`src/design/lmc_regs.svh`:
```
// register offsets, fields and reset values of the long mode control block
`ifndef LMC_REGS_SVH
`define LMC_REGS_SVH
`define LMC_OFF_EXT_FEATURE   12'h000
`define LMC_OFF_CTRL_ZERO     12'h004
`define LMC_OFF_CTRL_FOUR     12'h008
`define LMC_OFF_PT_BASE_LO    12'h00C
`define LMC_OFF_PT_BASE_HI    12'h010
`define LMC_OFF_CODE_SEG      12'h014
`define LMC_OFF_MODE_STATUS   12'h018
`define LMC_OFF_FAULT         12'h01C
`define LMC_OFF_DESC_CTRL     12'h020
`define LMC_LME_POS           8
`define LMC_LMA_POS           10
`define LMC_PG_POS            31
`define LMC_PAE_POS           5
`define LMC_CSL_POS           0
`define LMC_CSD_POS           1
`define LMC_DESC_RELOAD_POS   0
`define LMC_FAULT_GP_POS      0
`define LMC_FAULT_CNT_POS     16
`define LMC_RST_WORD          32'h0000_0000
`endif

```
`src/design/lmc_pkg.sv`:
```
// types shared by the long mode control block
`default_nettype none
package lmc_pkg;
   typedef enum logic [3:0] {
      LMC_SUB_LEGACY   = 4'h1,
      LMC_SUB_COMPAT   = 4'h2,
      LMC_SUB_LONG64   = 4'h4,
      LMC_SUB_RESERVED = 4'h8
   } lmc_submode_e;

   typedef enum logic [1:0] {
      LMC_SZ_16 = 2'h0,
      LMC_SZ_32 = 2'h1,
      LMC_SZ_64 = 2'h2
   } lmc_size_e;

   typedef struct packed {
      logic               lme;
      logic               lma;
      logic               pg;
      logic               pae;
      logic [63:0]        pt_base;
      logic               cs_l;
      logic               cs_d;
      logic               gp_sticky;
      logic [15:0]        gp_count;
      logic               gp_fault;
      logic               desc_stale;
      lmc_submode_e       submode;
      lmc_size_e          addr_size;
      lmc_size_e          opnd_size;
      logic               pready;
      logic               pslverr;
      logic [31:0]        prdata;
   } lmc_state_s;
endpackage : lmc_pkg
`default_nettype wire

```
`src/design/lmc_core.sv`:
```
// long mode enable, activation, consistency checks and size decode behind apb
`default_nettype none
`include "lmc_regs.svh"
module lmc_core
   import lmc_pkg::*;
(
   input  wire  logic        pclk,
   input  wire  logic        presetn,
   input  wire  logic        psel,
   input  wire  logic        penable,
   input  wire  logic        pwrite,
   input  wire  logic [11:0] paddr,
   input  wire  logic [31:0] pwdata,
   input  wire  logic [3:0]  pstrb,
   output logic [31:0]       prdata,
   output logic              pready,
   output logic              pslverr,
   output logic              long_mode_active_flag,
   output logic              general_protection_fault,
   output logic [3:0]        submode,
   output logic [1:0]        default_addr_size,
   output logic [1:0]        default_opnd_size,
   output logic              size_override_ok
);
   lmc_state_s st;
   lmc_state_s next_st;

   logic        setup;
   logic        wr;
   logic        full_word;
   logic        chk_fail;
   logic        want_lme;
   logic        want_pg;
   logic        want_pae;
   logic [31:0] rd_word;

   // answer on the cycle after setup: no wait state, pready from a flop
   assign setup     = psel && !penable && !st.pready;
   assign wr        = setup && pwrite;
   assign full_word = (pstrb == 4'hF);

   assign want_lme = pwdata[`LMC_LME_POS];
   assign want_pg  = pwdata[`LMC_PG_POS];
   assign want_pae = pwdata[`LMC_PAE_POS];

   always_comb begin
      chk_fail = 1'b0;
      if (wr && full_word) begin
         case (paddr)
            `LMC_OFF_EXT_FEATURE: chk_fail = (want_lme != st.lme) && st.pg;
            `LMC_OFF_CTRL_ZERO:   chk_fail = want_pg && !st.pg && st.lme &&
                                             (!st.pae || st.cs_l);
            `LMC_OFF_CTRL_FOUR:   chk_fail = !want_pae && st.pae && st.lma;
            default:              chk_fail = 1'b0;
         endcase
      end
   end

   always_comb begin
      rd_word = 32'h0000_0000;
      case (paddr)
         `LMC_OFF_EXT_FEATURE: begin
            rd_word[`LMC_LME_POS] = st.lme;
            rd_word[`LMC_LMA_POS] = st.lma;
         end
         `LMC_OFF_CTRL_ZERO:   rd_word[`LMC_PG_POS]  = st.pg;
         `LMC_OFF_CTRL_FOUR:   rd_word[`LMC_PAE_POS] = st.pae;
         `LMC_OFF_PT_BASE_LO:  rd_word = st.pt_base[31:0];
         `LMC_OFF_PT_BASE_HI:  rd_word = st.pt_base[63:32];
         `LMC_OFF_CODE_SEG: begin
            rd_word[`LMC_CSL_POS] = st.cs_l;
            rd_word[`LMC_CSD_POS] = st.cs_d;
         end
         `LMC_OFF_MODE_STATUS: rd_word = {22'h000000, st.opnd_size, st.addr_size,
                                          2'h0, st.submode};
         `LMC_OFF_FAULT: begin
            rd_word[`LMC_FAULT_GP_POS] = st.gp_sticky;
            rd_word[31:`LMC_FAULT_CNT_POS] = st.gp_count;
         end
         `LMC_OFF_DESC_CTRL:   rd_word[`LMC_DESC_RELOAD_POS] = st.desc_stale;
         default:              rd_word = 32'h0000_0000;
      endcase
   end

   always_comb begin
      next_st          = st;
      next_st.pready   = setup;
      next_st.pslverr  = 1'b0;
      next_st.gp_fault = 1'b0;
      if (setup && !pwrite) begin
         next_st.prdata = rd_word;
      end
      if (setup) begin
         case (paddr)
            `LMC_OFF_EXT_FEATURE, `LMC_OFF_CTRL_ZERO, `LMC_OFF_CTRL_FOUR,
            `LMC_OFF_PT_BASE_LO, `LMC_OFF_PT_BASE_HI, `LMC_OFF_CODE_SEG,
            `LMC_OFF_MODE_STATUS, `LMC_OFF_FAULT, `LMC_OFF_DESC_CTRL:
               next_st.pslverr = pwrite && !full_word;
            default:
               next_st.pslverr = 1'b1;
         endcase
      end
      if (chk_fail) begin
         // failed write is dropped whole; only the fault is reported
         next_st.gp_fault  = 1'b1;
         next_st.gp_sticky = 1'b1;
         next_st.gp_count  = st.gp_count + 16'h0001;
      end else if (wr && full_word) begin
         case (paddr)
            `LMC_OFF_EXT_FEATURE: next_st.lme = want_lme;
            `LMC_OFF_CTRL_ZERO: begin
               next_st.pg = want_pg;
               if (want_pg && !st.pg && st.lme) begin
                  next_st.lma        = 1'b1;
                  next_st.desc_stale = 1'b1;
               end
               if (!want_pg && st.lma) begin
                  next_st.lma = 1'b0;
               end
            end
            `LMC_OFF_CTRL_FOUR:  next_st.pae = want_pae;
            // before activation only the low half of the base is writable
            `LMC_OFF_PT_BASE_LO: next_st.pt_base[31:0] = pwdata;
            `LMC_OFF_PT_BASE_HI: begin
               if (st.lma) begin
                  next_st.pt_base[63:32] = pwdata;
               end
            end
            `LMC_OFF_CODE_SEG: begin
               next_st.cs_l = pwdata[`LMC_CSL_POS];
               next_st.cs_d = pwdata[`LMC_CSD_POS];
            end
            // write one clears the sticky fault flag; the count and the stale marker are kept
            `LMC_OFF_FAULT: begin
               if (pwdata[`LMC_FAULT_GP_POS]) begin
                  next_st.gp_sticky = 1'b0;
               end
            end
            `LMC_OFF_DESC_CTRL: begin
               if (pwdata[`LMC_DESC_RELOAD_POS] && !next_st.lma) begin
                  next_st.desc_stale = 1'b0;
               end else if (pwdata[`LMC_DESC_RELOAD_POS] && st.desc_stale) begin
                  next_st.desc_stale = 1'b0;
               end
            end
            default: begin
            end
         endcase
      end
      // decode follows the next-state control bits, so it changes in the same cycle as they do
      if (!next_st.lma) begin
         next_st.submode = LMC_SUB_LEGACY;
      end else if (!next_st.cs_l) begin
         next_st.submode = LMC_SUB_COMPAT;
      end else if (!next_st.cs_d) begin
         next_st.submode = LMC_SUB_LONG64;
      end else begin
         next_st.submode = LMC_SUB_RESERVED;
      end
      case (next_st.submode)
         LMC_SUB_LONG64: begin
            next_st.addr_size = LMC_SZ_64;
            next_st.opnd_size = LMC_SZ_32;
         end
         LMC_SUB_LEGACY, LMC_SUB_COMPAT: begin
            next_st.addr_size = next_st.cs_d ? LMC_SZ_32 : LMC_SZ_16;
            next_st.opnd_size = next_st.cs_d ? LMC_SZ_32 : LMC_SZ_16;
         end
         default: begin
            next_st.addr_size = LMC_SZ_32;
            next_st.opnd_size = LMC_SZ_32;
         end
      endcase
   end

   always_ff @(posedge pclk or negedge presetn) begin
      if (!presetn) begin
         st            <= '0;
         st.submode    <= LMC_SUB_LEGACY;
         st.addr_size  <= LMC_SZ_16;
         st.opnd_size  <= LMC_SZ_16;
      end else begin
         st <= next_st;
      end
   end

   assign prdata                   = st.prdata;
   assign pready                   = st.pready;
   assign pslverr                  = st.pslverr;
   assign long_mode_active_flag    = st.lma;
   assign general_protection_fault = st.gp_fault;
   assign submode                  = st.submode;
   assign default_addr_size        = st.addr_size;
   assign default_opnd_size        = st.opnd_size;
   // one-hot code: the 64-bit bit of the submode flop drives the pin directly
   assign size_override_ok         = st.submode[2];

   a_lma_needs_pg: assert property (@(posedge pclk) disable iff (!presetn)
      st.lma |-> st.pg && st.lme)
      else $error("active flag without paging and enable");
   a_legacy_sizes: assert property (@(posedge pclk) disable iff (!presetn)
      !st.lma |-> st.addr_size != LMC_SZ_64 && st.opnd_size != LMC_SZ_64)
      else $error("64-bit size while not active");
   a_sub64_decode: assert property (@(posedge pclk) disable iff (!presetn)
      (st.lma && st.cs_l && !st.cs_d) |-> (st.addr_size == LMC_SZ_64 &&
      st.opnd_size == LMC_SZ_32 && size_override_ok))
      else $error("64-bit submode sizes wrong");
   a_reserved_enc: assert property (@(posedge pclk) disable iff (!presetn)
      (st.lma && st.cs_l && st.cs_d) |-> st.submode == LMC_SUB_RESERVED)
      else $error("reserved encoding given a submode");
   a_compat_sizes: assert property (@(posedge pclk) disable iff (!presetn)
      (!st.lma || !st.cs_l) |-> (st.opnd_size == (st.cs_d ? LMC_SZ_32 : LMC_SZ_16)))
      else $error("compat or legacy size wrong");
   a_lme_pg_gp: assert property (@(posedge pclk) disable iff (!presetn)
      (wr && full_word && paddr == `LMC_OFF_EXT_FEATURE && st.pg && want_lme != st.lme)
      |=> general_protection_fault && $stable(st.lme))
      else $error("enable change under paging not faulted");
   a_pg_chk_gp: assert property (@(posedge pclk) disable iff (!presetn)
      (wr && full_word && paddr == `LMC_OFF_CTRL_ZERO && want_pg && !st.pg && st.lme &&
      (!st.pae || st.cs_l)) |=> general_protection_fault && !st.pg && !st.lma)
      else $error("paging enable check not faulted");
   a_pae_clr_gp: assert property (@(posedge pclk) disable iff (!presetn)
      (wr && full_word && paddr == `LMC_OFF_CTRL_FOUR && !want_pae && st.lma)
      |=> general_protection_fault && st.pae)
      else $error("extension clear while active not faulted");
   a_pg_off_lma: assert property (@(posedge pclk) disable iff (!presetn)
      (st.lma && !st.pg) |-> 1'b0)
      else $error("active flag kept after paging off");
   a_hi_base_hold: assert property (@(posedge pclk) disable iff (!presetn)
      !st.lma ##1 !st.lma |-> $stable(st.pt_base[63:32]))
      else $error("base high half written before active");

   a_gp_one_cycle: assert property (@(posedge pclk) disable iff (!presetn)
      general_protection_fault |=> !general_protection_fault)
      else $error("fault pulse longer than one cycle");

   a_gp_on_fail: assert property (@(posedge pclk) disable iff (!presetn)
      chk_fail |=> general_protection_fault)
      else $error("failed check gave no fault pulse");

   a_gp_no_err: assert property (@(posedge pclk) disable iff (!presetn)
      general_protection_fault |-> pready && !pslverr)
      else $error("fault pulse outside a clean bus answer");

   a_fail_keeps_bits: assert property (@(posedge pclk) disable iff (!presetn)
      chk_fail |=> $stable(st.lme) && $stable(st.pg) && $stable(st.pae) && $stable(st.lma))
      else $error("failed write changed a mode bit");

   a_lme_hold_pg: assert property (@(posedge pclk) disable iff (!presetn)
      st.pg |=> $stable(st.lme))
      else $error("enable bit moved while paging on");

   a_pg_on_pae: assert property (@(posedge pclk) disable iff (!presetn)
      ($rose(st.pg) && st.lme) |-> st.pae)
      else $error("paging enabled with enable set and extension clear");

   a_pg_on_cs_long: assert property (@(posedge pclk) disable iff (!presetn)
      ($rose(st.pg) && st.lme) |-> !st.cs_l)
      else $error("paging enabled with enable and long attribute set");

   a_lma_rise_pg: assert property (@(posedge pclk) disable iff (!presetn)
      $rose(st.lma) |-> $rose(st.pg) && st.lme)
      else $error("active flag rose without paging enable");

   a_pg_sets_lma: assert property (@(posedge pclk) disable iff (!presetn)
      ($rose(st.pg) && st.lme) |-> st.lma)
      else $error("paging enable with enable set did not activate");

   a_pae_kept: assert property (@(posedge pclk) disable iff (!presetn)
      st.lma |-> st.pae)
      else $error("active without address extension");

   a_desc_stale_act: assert property (@(posedge pclk) disable iff (!presetn)
      $rose(st.lma) |-> st.desc_stale)
      else $error("activation did not flag legacy descriptor tables");

   a_override_64: assert property (@(posedge pclk) disable iff (!presetn)
      size_override_ok == (st.submode == LMC_SUB_LONG64))
      else $error("override permission outside 64-bit submode");

   a_submode_onehot: assert property (@(posedge pclk) disable iff (!presetn)
      $onehot(st.submode))
      else $error("submode not one-hot");

   a_pg_off_clears: assert property (@(posedge pclk) disable iff (!presetn)
      (wr && full_word && paddr == `LMC_OFF_CTRL_ZERO && !want_pg && st.lma)
      |=> !st.lma)
      else $error("paging off kept active flag");

   a_lo_base_write: assert property (@(posedge pclk) disable iff (!presetn)
      (wr && full_word && paddr == `LMC_OFF_PT_BASE_LO)
      |=> st.pt_base[31:0] == $past(pwdata))
      else $error("base low half not written");

   a_hi_base_write: assert property (@(posedge pclk) disable iff (!presetn)
      (wr && full_word && paddr == `LMC_OFF_PT_BASE_HI && st.lma)
      |=> st.pt_base[63:32] == $past(pwdata))
      else $error("base high half not written while active");

   a_ready_pulse: assert property (@(posedge pclk) disable iff (!presetn)
      setup |=> pready ##1 !pready)
      else $error("bus answer not a single cycle after setup");

   a_strobe_refused: assert property (@(posedge pclk) disable iff (!presetn)
      (setup && pwrite && !full_word)
      |=> pslverr && $stable(st.lme) && $stable(st.pg) && $stable(st.pae))
      else $error("partial write not refused");
endmodule : lmc_core
`default_nettype wire

```
`config.mk`:
```
export PLATFORM = sky130hd
export DESIGN_NAME = lmc_core
export DESIGN_NICKNAME = d
export VERILOG_FILES = /design/src/design/lmc_pkg.sv /design/src/design/lmc_core.sv
export VERILOG_INCLUDE_DIRS = /design/src /design/src/design
export SDC_FILE = /design/constraint.sdc
export NUM_CORES = 1
export LEC_CHECK = 0
export BUFFER_PORTS_ARGS = -buffer_cell sky130_fd_sc_hd__buf_2
export CORE_ASPECT_RATIO = 0.7
export CORE_MARGIN = 2
export CORE_UTILIZATION = 49
export DETAILED_ROUTE_END_ITERATION = 6
export PLACE_DENSITY = 0.73
export SYNTH_ARGS = -nofsm -noshare
export SYNTH_HDL_FRONTEND = slang
export SYNTH_SLANG_ARGS = --single-unit
export TNS_END_PERCENT = 1
```
`constraint.sdc`:
```
create_clock -name pclk -period 5 [get_ports pclk]
set_clock_uncertainty 0.15 [all_clocks]
set_input_delay 1.25 -clock pclk [delete_from_list [all_inputs] [get_ports pclk]]
set_output_delay 1.25 -clock pclk [all_outputs]
set_load 0.02 [all_outputs]
```
# --- Yosys cells after proc, flatten, opt, wreduce, memory -nomap -nowiden ---
# Cells that the tools add are included.
word_totals:
  reg_bits: 131
  output_inout_bits: 45
  in_bits: 53
classes:
  muxes: 38
  n_reduce_logical: 39
  bitwise_logic: 1
  addsub: 1
  n_eq_ne: 15
ops:
  columns: ["operator", "n"]
  rows:
  - ["2-to-1 mux 32 bit", 3]
  - ["2-to-1 mux 70 bit", 1]
  - ["2-to-1 mux 69 bit", 1]
  - ["== test 12 x 5 -> 1 bit, second input constant", 4]
  - ["case mux 15 bit (3 select lines)", 1]
  - ["== test 12 x 4 -> 1 bit, second input constant", 2]
  - ["adder 16 x 1 -> 16 bit, second input constant", 1]
  - ["logical AND 1 bit", 15]
  - ["AND reduction 3 bit", 5]
  - ["2-to-1 mux 1 bit", 14]
  - ["== test 12 x 3 -> 1 bit, second input constant", 1]
  - ["== test 12 x 6 -> 1 bit, second input constant", 1]
  - ["logical NOT 12 bit", 1]
  - ["2-to-1 mux 4 bit", 3]
  - ["case mux 1 bit (3 select lines)", 4]
  - ["case mux 1 bit (4 select lines)", 3]
  - ["case mux 5 bit (2 select lines)", 1]
  - ["logical NOT 1 bit", 9]
  - ["case mux 3 bit (3 select lines)", 1]
  - ["OR reduction 9 bit", 1]
  - ["case mux 4 bit (2 select lines)", 1]
  - ["nonzero test 2 bit", 4]
  - ["case mux 1 bit (6 select lines)", 1]
  - ["case mux 2 bit (3 select lines)", 1]
  - ["other kinds (14)", 15]

# --- Longest topological paths before layout ---
logic_depth:
  ltp_word: 14
  depth_mapped: 8
  mapped_depth_nobuf: 7

# --- Worst setup path before layout ---
# No wires, ideal clock.
synth_timing:
  kind: "input -> register"
  from: "input penable"
  to: "register st[85] (netlist name)"
  path_buffers: 2
  path_slack_ns: 1.853
  arrival_ns: 2.873
  required_ns: 4.725
  path_stages: 8
  path_cell_list: "or3b_1 > inv_2 > and3_1 > buf_2 > o211ai_2 > nor2_2 > buf_4 > mux2_2"
synth_rtl:
  columns: ["item", "line", "text"]
  rows:
  - ["from (decl)", "lmc_core.sv:10", "input wire logic penable,"]
  - ["to (signal assigned)", "lmc_core.sv:183", "st <= next_st;"]
  - ["to (decl)", "lmc_core.sv:25", "lmc_state_s st;"]

==> key figures <==
Worst setup path
  – Worst-path fanout max: 20
  – Endpoint type of the worst setup path: flip-flop
  – CP required: 5.14 ns
  – Startpoint Class: primary input
  – CP arrival: 3.47 ns
  – WS Path Type: in -> reg

Drt
  – Initial DRT Pass Iterations: 5
  – DRT iter0 DRCs: 484
  – Vias: 4277
  – Total length of routed wires: 14.3 mm
  – DRT antenna net count: 0
  – Drc violations: 0
  – Vias per inst: 5.88
  – WL per Instance: 19.6 um

GRT
  – Largest net degree at the start of global routing: 72
  – Initial antenna violation count: 0
  – Grt ovf: 0
  – GR Util All Layers: 0.223
  – First-pass GRT wire length: 22.5 mm
  – Vias in the first global route: 4223

Cells and area
  – Area growth, synth to finish: 14.9%
  – Antenna cells: 0
  – Layout cells sized above 1: 0.375
  – # nets final: 612

Synth
  – Top cells by count, synth: dfrtp_1 (129), buf_4 (43), nand2_1 (38), mux2_2 (34), mux2_4 (30)
  – Synth Register Bits: 130
  – Synthesized area: 6070 um2
  – Top-count cell post-synth: dfrtp_1
  – Post-synthesis cell type count: 54
  – Synth async-reset ratio: 1.00
  – Syn Area/Cell: 12.2 um2
  – Ys flop type: dfrtp_1
  – Post-synth EDFFs: 0
  – Net Count, Synth: 550
  – Synth Instances: 496
  – Yosys top cell by area: dfrtp_1
  – Sequential cell area fraction in the yosys report: 0.536
  – Largest cells by area after synthesis: dfrtp_1 (53%), mux2_4 (7.4%), mux2_2 (6.3%), buf_4 (5.3%), a222oi_1 (3.6%)
  – Yosys Warn Count: 0
  – Synth top area share: 0.532

Power and ir drop
  – Worst-case vdd ir drop: 0.276 mV
  – Pwr Density: 339 nW/um2
  – LEAKAGE: 3.47 nW

Die
  – Die height: 97.1 um
  – Die width: 137 um
  – DIE AREA: 13300 um2
  – Initial cell density of the core: 0.510
  – Core ar.: 11900 um2
  – I/O pin count: 98
  – Num rows: 33

Timing
  – Worst-Margin Slew: 1.01 ns
  – Peak Freq: 300 MHz
  – Final hold vios: 0
  – Setup TNS: 0 ns
  – Final cycle utilization of the critical path: 0.667
  – RSZ-0062 raised after global routing: no
  – Slew Limit Fails: 0
  – Final setup viols: 0
  – Post-layout min period: 3.34 ns
  – Setup ws final: 1.67 ns
  – Relative slew slack: 0.323

Clocking
  – Post-CTS setup buffer count: 0
  – Worst skew pair latency: 0.41 ns
  – Cts hold-fix bufs: 0
  – H-Tree Depth: 4
  – Num CTS Buffers: 17
  – Sink Count: 130
  – Clock transition at path regs: 0.05 ns
  – CTS tree: yes
  – Clk buf depth: 2
  – Clock root cell: clkbuf_16
  – PostCTS Resize Cnt: 0

Place
  – Gpl congestion: 0.924
  – Pre-CTS WS: 1.27 ns
  – IO Port Bufs: 96
  – Hpwl dp: 9.72 mm

Job
  – Max_cap viols: 0

Min path
  – Type of the most critical hold path: reg -> reg

Run status
  – Status: completed
[registers in the layout, indices dropped and copies added, names as in the netlist]
name / count
general_protection_fault: 1
long_mode_active_flag: 1
default_addr_size: 2
st: 87
default_opnd_size: 1
pslverr: 1
submode: 4
prdata: 32
pready: 1
[layer usage]
metal  global-route usage  vias to the layer above  share of wire  wire (um)
met4               0.0825                        0          0.016        232
met3               0.0610                       22          0.077       1090
li1                     -                     1903              -          -
met1                0.318                     2160           0.44       6280
met2                0.326                      192           0.47       6660
met5                    0                        -              0          0
[final timing paths]
| path | startpoint | to | slack (ns) | depth (start not counted) |
|---|---|---|---|---|
| max | penable | st[71] | 1.67 | 9 |
| min reg2reg | prdata[10] | prdata[10] | 0.33 | 2 |
| max reg2reg | pready | st[71] | 2.23 | 8 |
| max in group asynchronous | presetn | st[126] | 2.91 | 2 |
| min in group asynchronous | presetn | prdata[4] | 0.78 | 1 |
| min | prdata[10] | prdata[10] | 0.33 | 2 |
[area by class of cell]
class / instances / area, um2
clock inverter: 10 / 83.8
tap: 157 / 196
fill: 963 / 4910
inverter: 6 / 22.5
clock buffer: 22 / 474
timing repair buffer: 107 / 578
sequential: 130 / 3250
multi-input combinational: 296 / 2370
[where the power goes]
group	total [W]	internal [W]	switching, W
sequential	0.00108	0.00107	0.00000782
clock	0.00117	0.000718	0.000448
combinational	0.000124	0.0000412	0.0000832
[cell usage in the layout, fill, tap and decap left out, types with 9 or more instances in the layout]
| cell | count |
|---|---|
| nand3_1 | 13 |
| buf_2 | 95 |
| nor2_1 | 24 |
| o21ai_0 | 21 |
| buf_4 | 11 |
| a222oi_1 | 22 |
| nor3_1 | 14 |
| mux2_4 | 30 |
| and3_1 | 9 |
| xnor2_1 | 15 |
| dfrtp_1 | 129 |
| mux2_2 | 34 |
| clkbuf_16 | 17 |
| nand2_1 | 38 |
[critical path: stages]
cell	delay (ns)
buf_2	0.09
or3b_1	0.42
inv_2	0.10
and3_1	0.17
buf_4	0.22
o211ai_2	0.19
nor2_4	0.42
buf_12	0.23
mux2_2	0.35
[logic make-up (layout without fill, tap and decap cells)]
kind of cell,Yosys count,after routing,synth area share
buffers and inverters,70,145,0.0746
other,1,1,0.000618
muxes,70,70,0.148
DFF,130,130,0.536
and+or+nand+nor,135,135,0.121
xor gates and xnor gates,16,16,0.0231
AOI/OAI and AO/OA,73,73,0.0950
adders and majority gates,1,1,0.00206
[metrics by stage]
step	util	std cells	instance area, um2	total power [W]	hold slack [ns]
after global placement	0.540	696	6420	0.00122	0.309
final	0.587	728	6980	0.00237	0.326
after floorplan	-	496	6070	0.00117	0.295
after detailed placement	0.540	696	6420	0.00122	0.319
after global routing	0.587	728	6980	0.00244	0.362
after CTS	0.587	728	6980	0.00238	0.331
(Power assumes the default switching activity.)
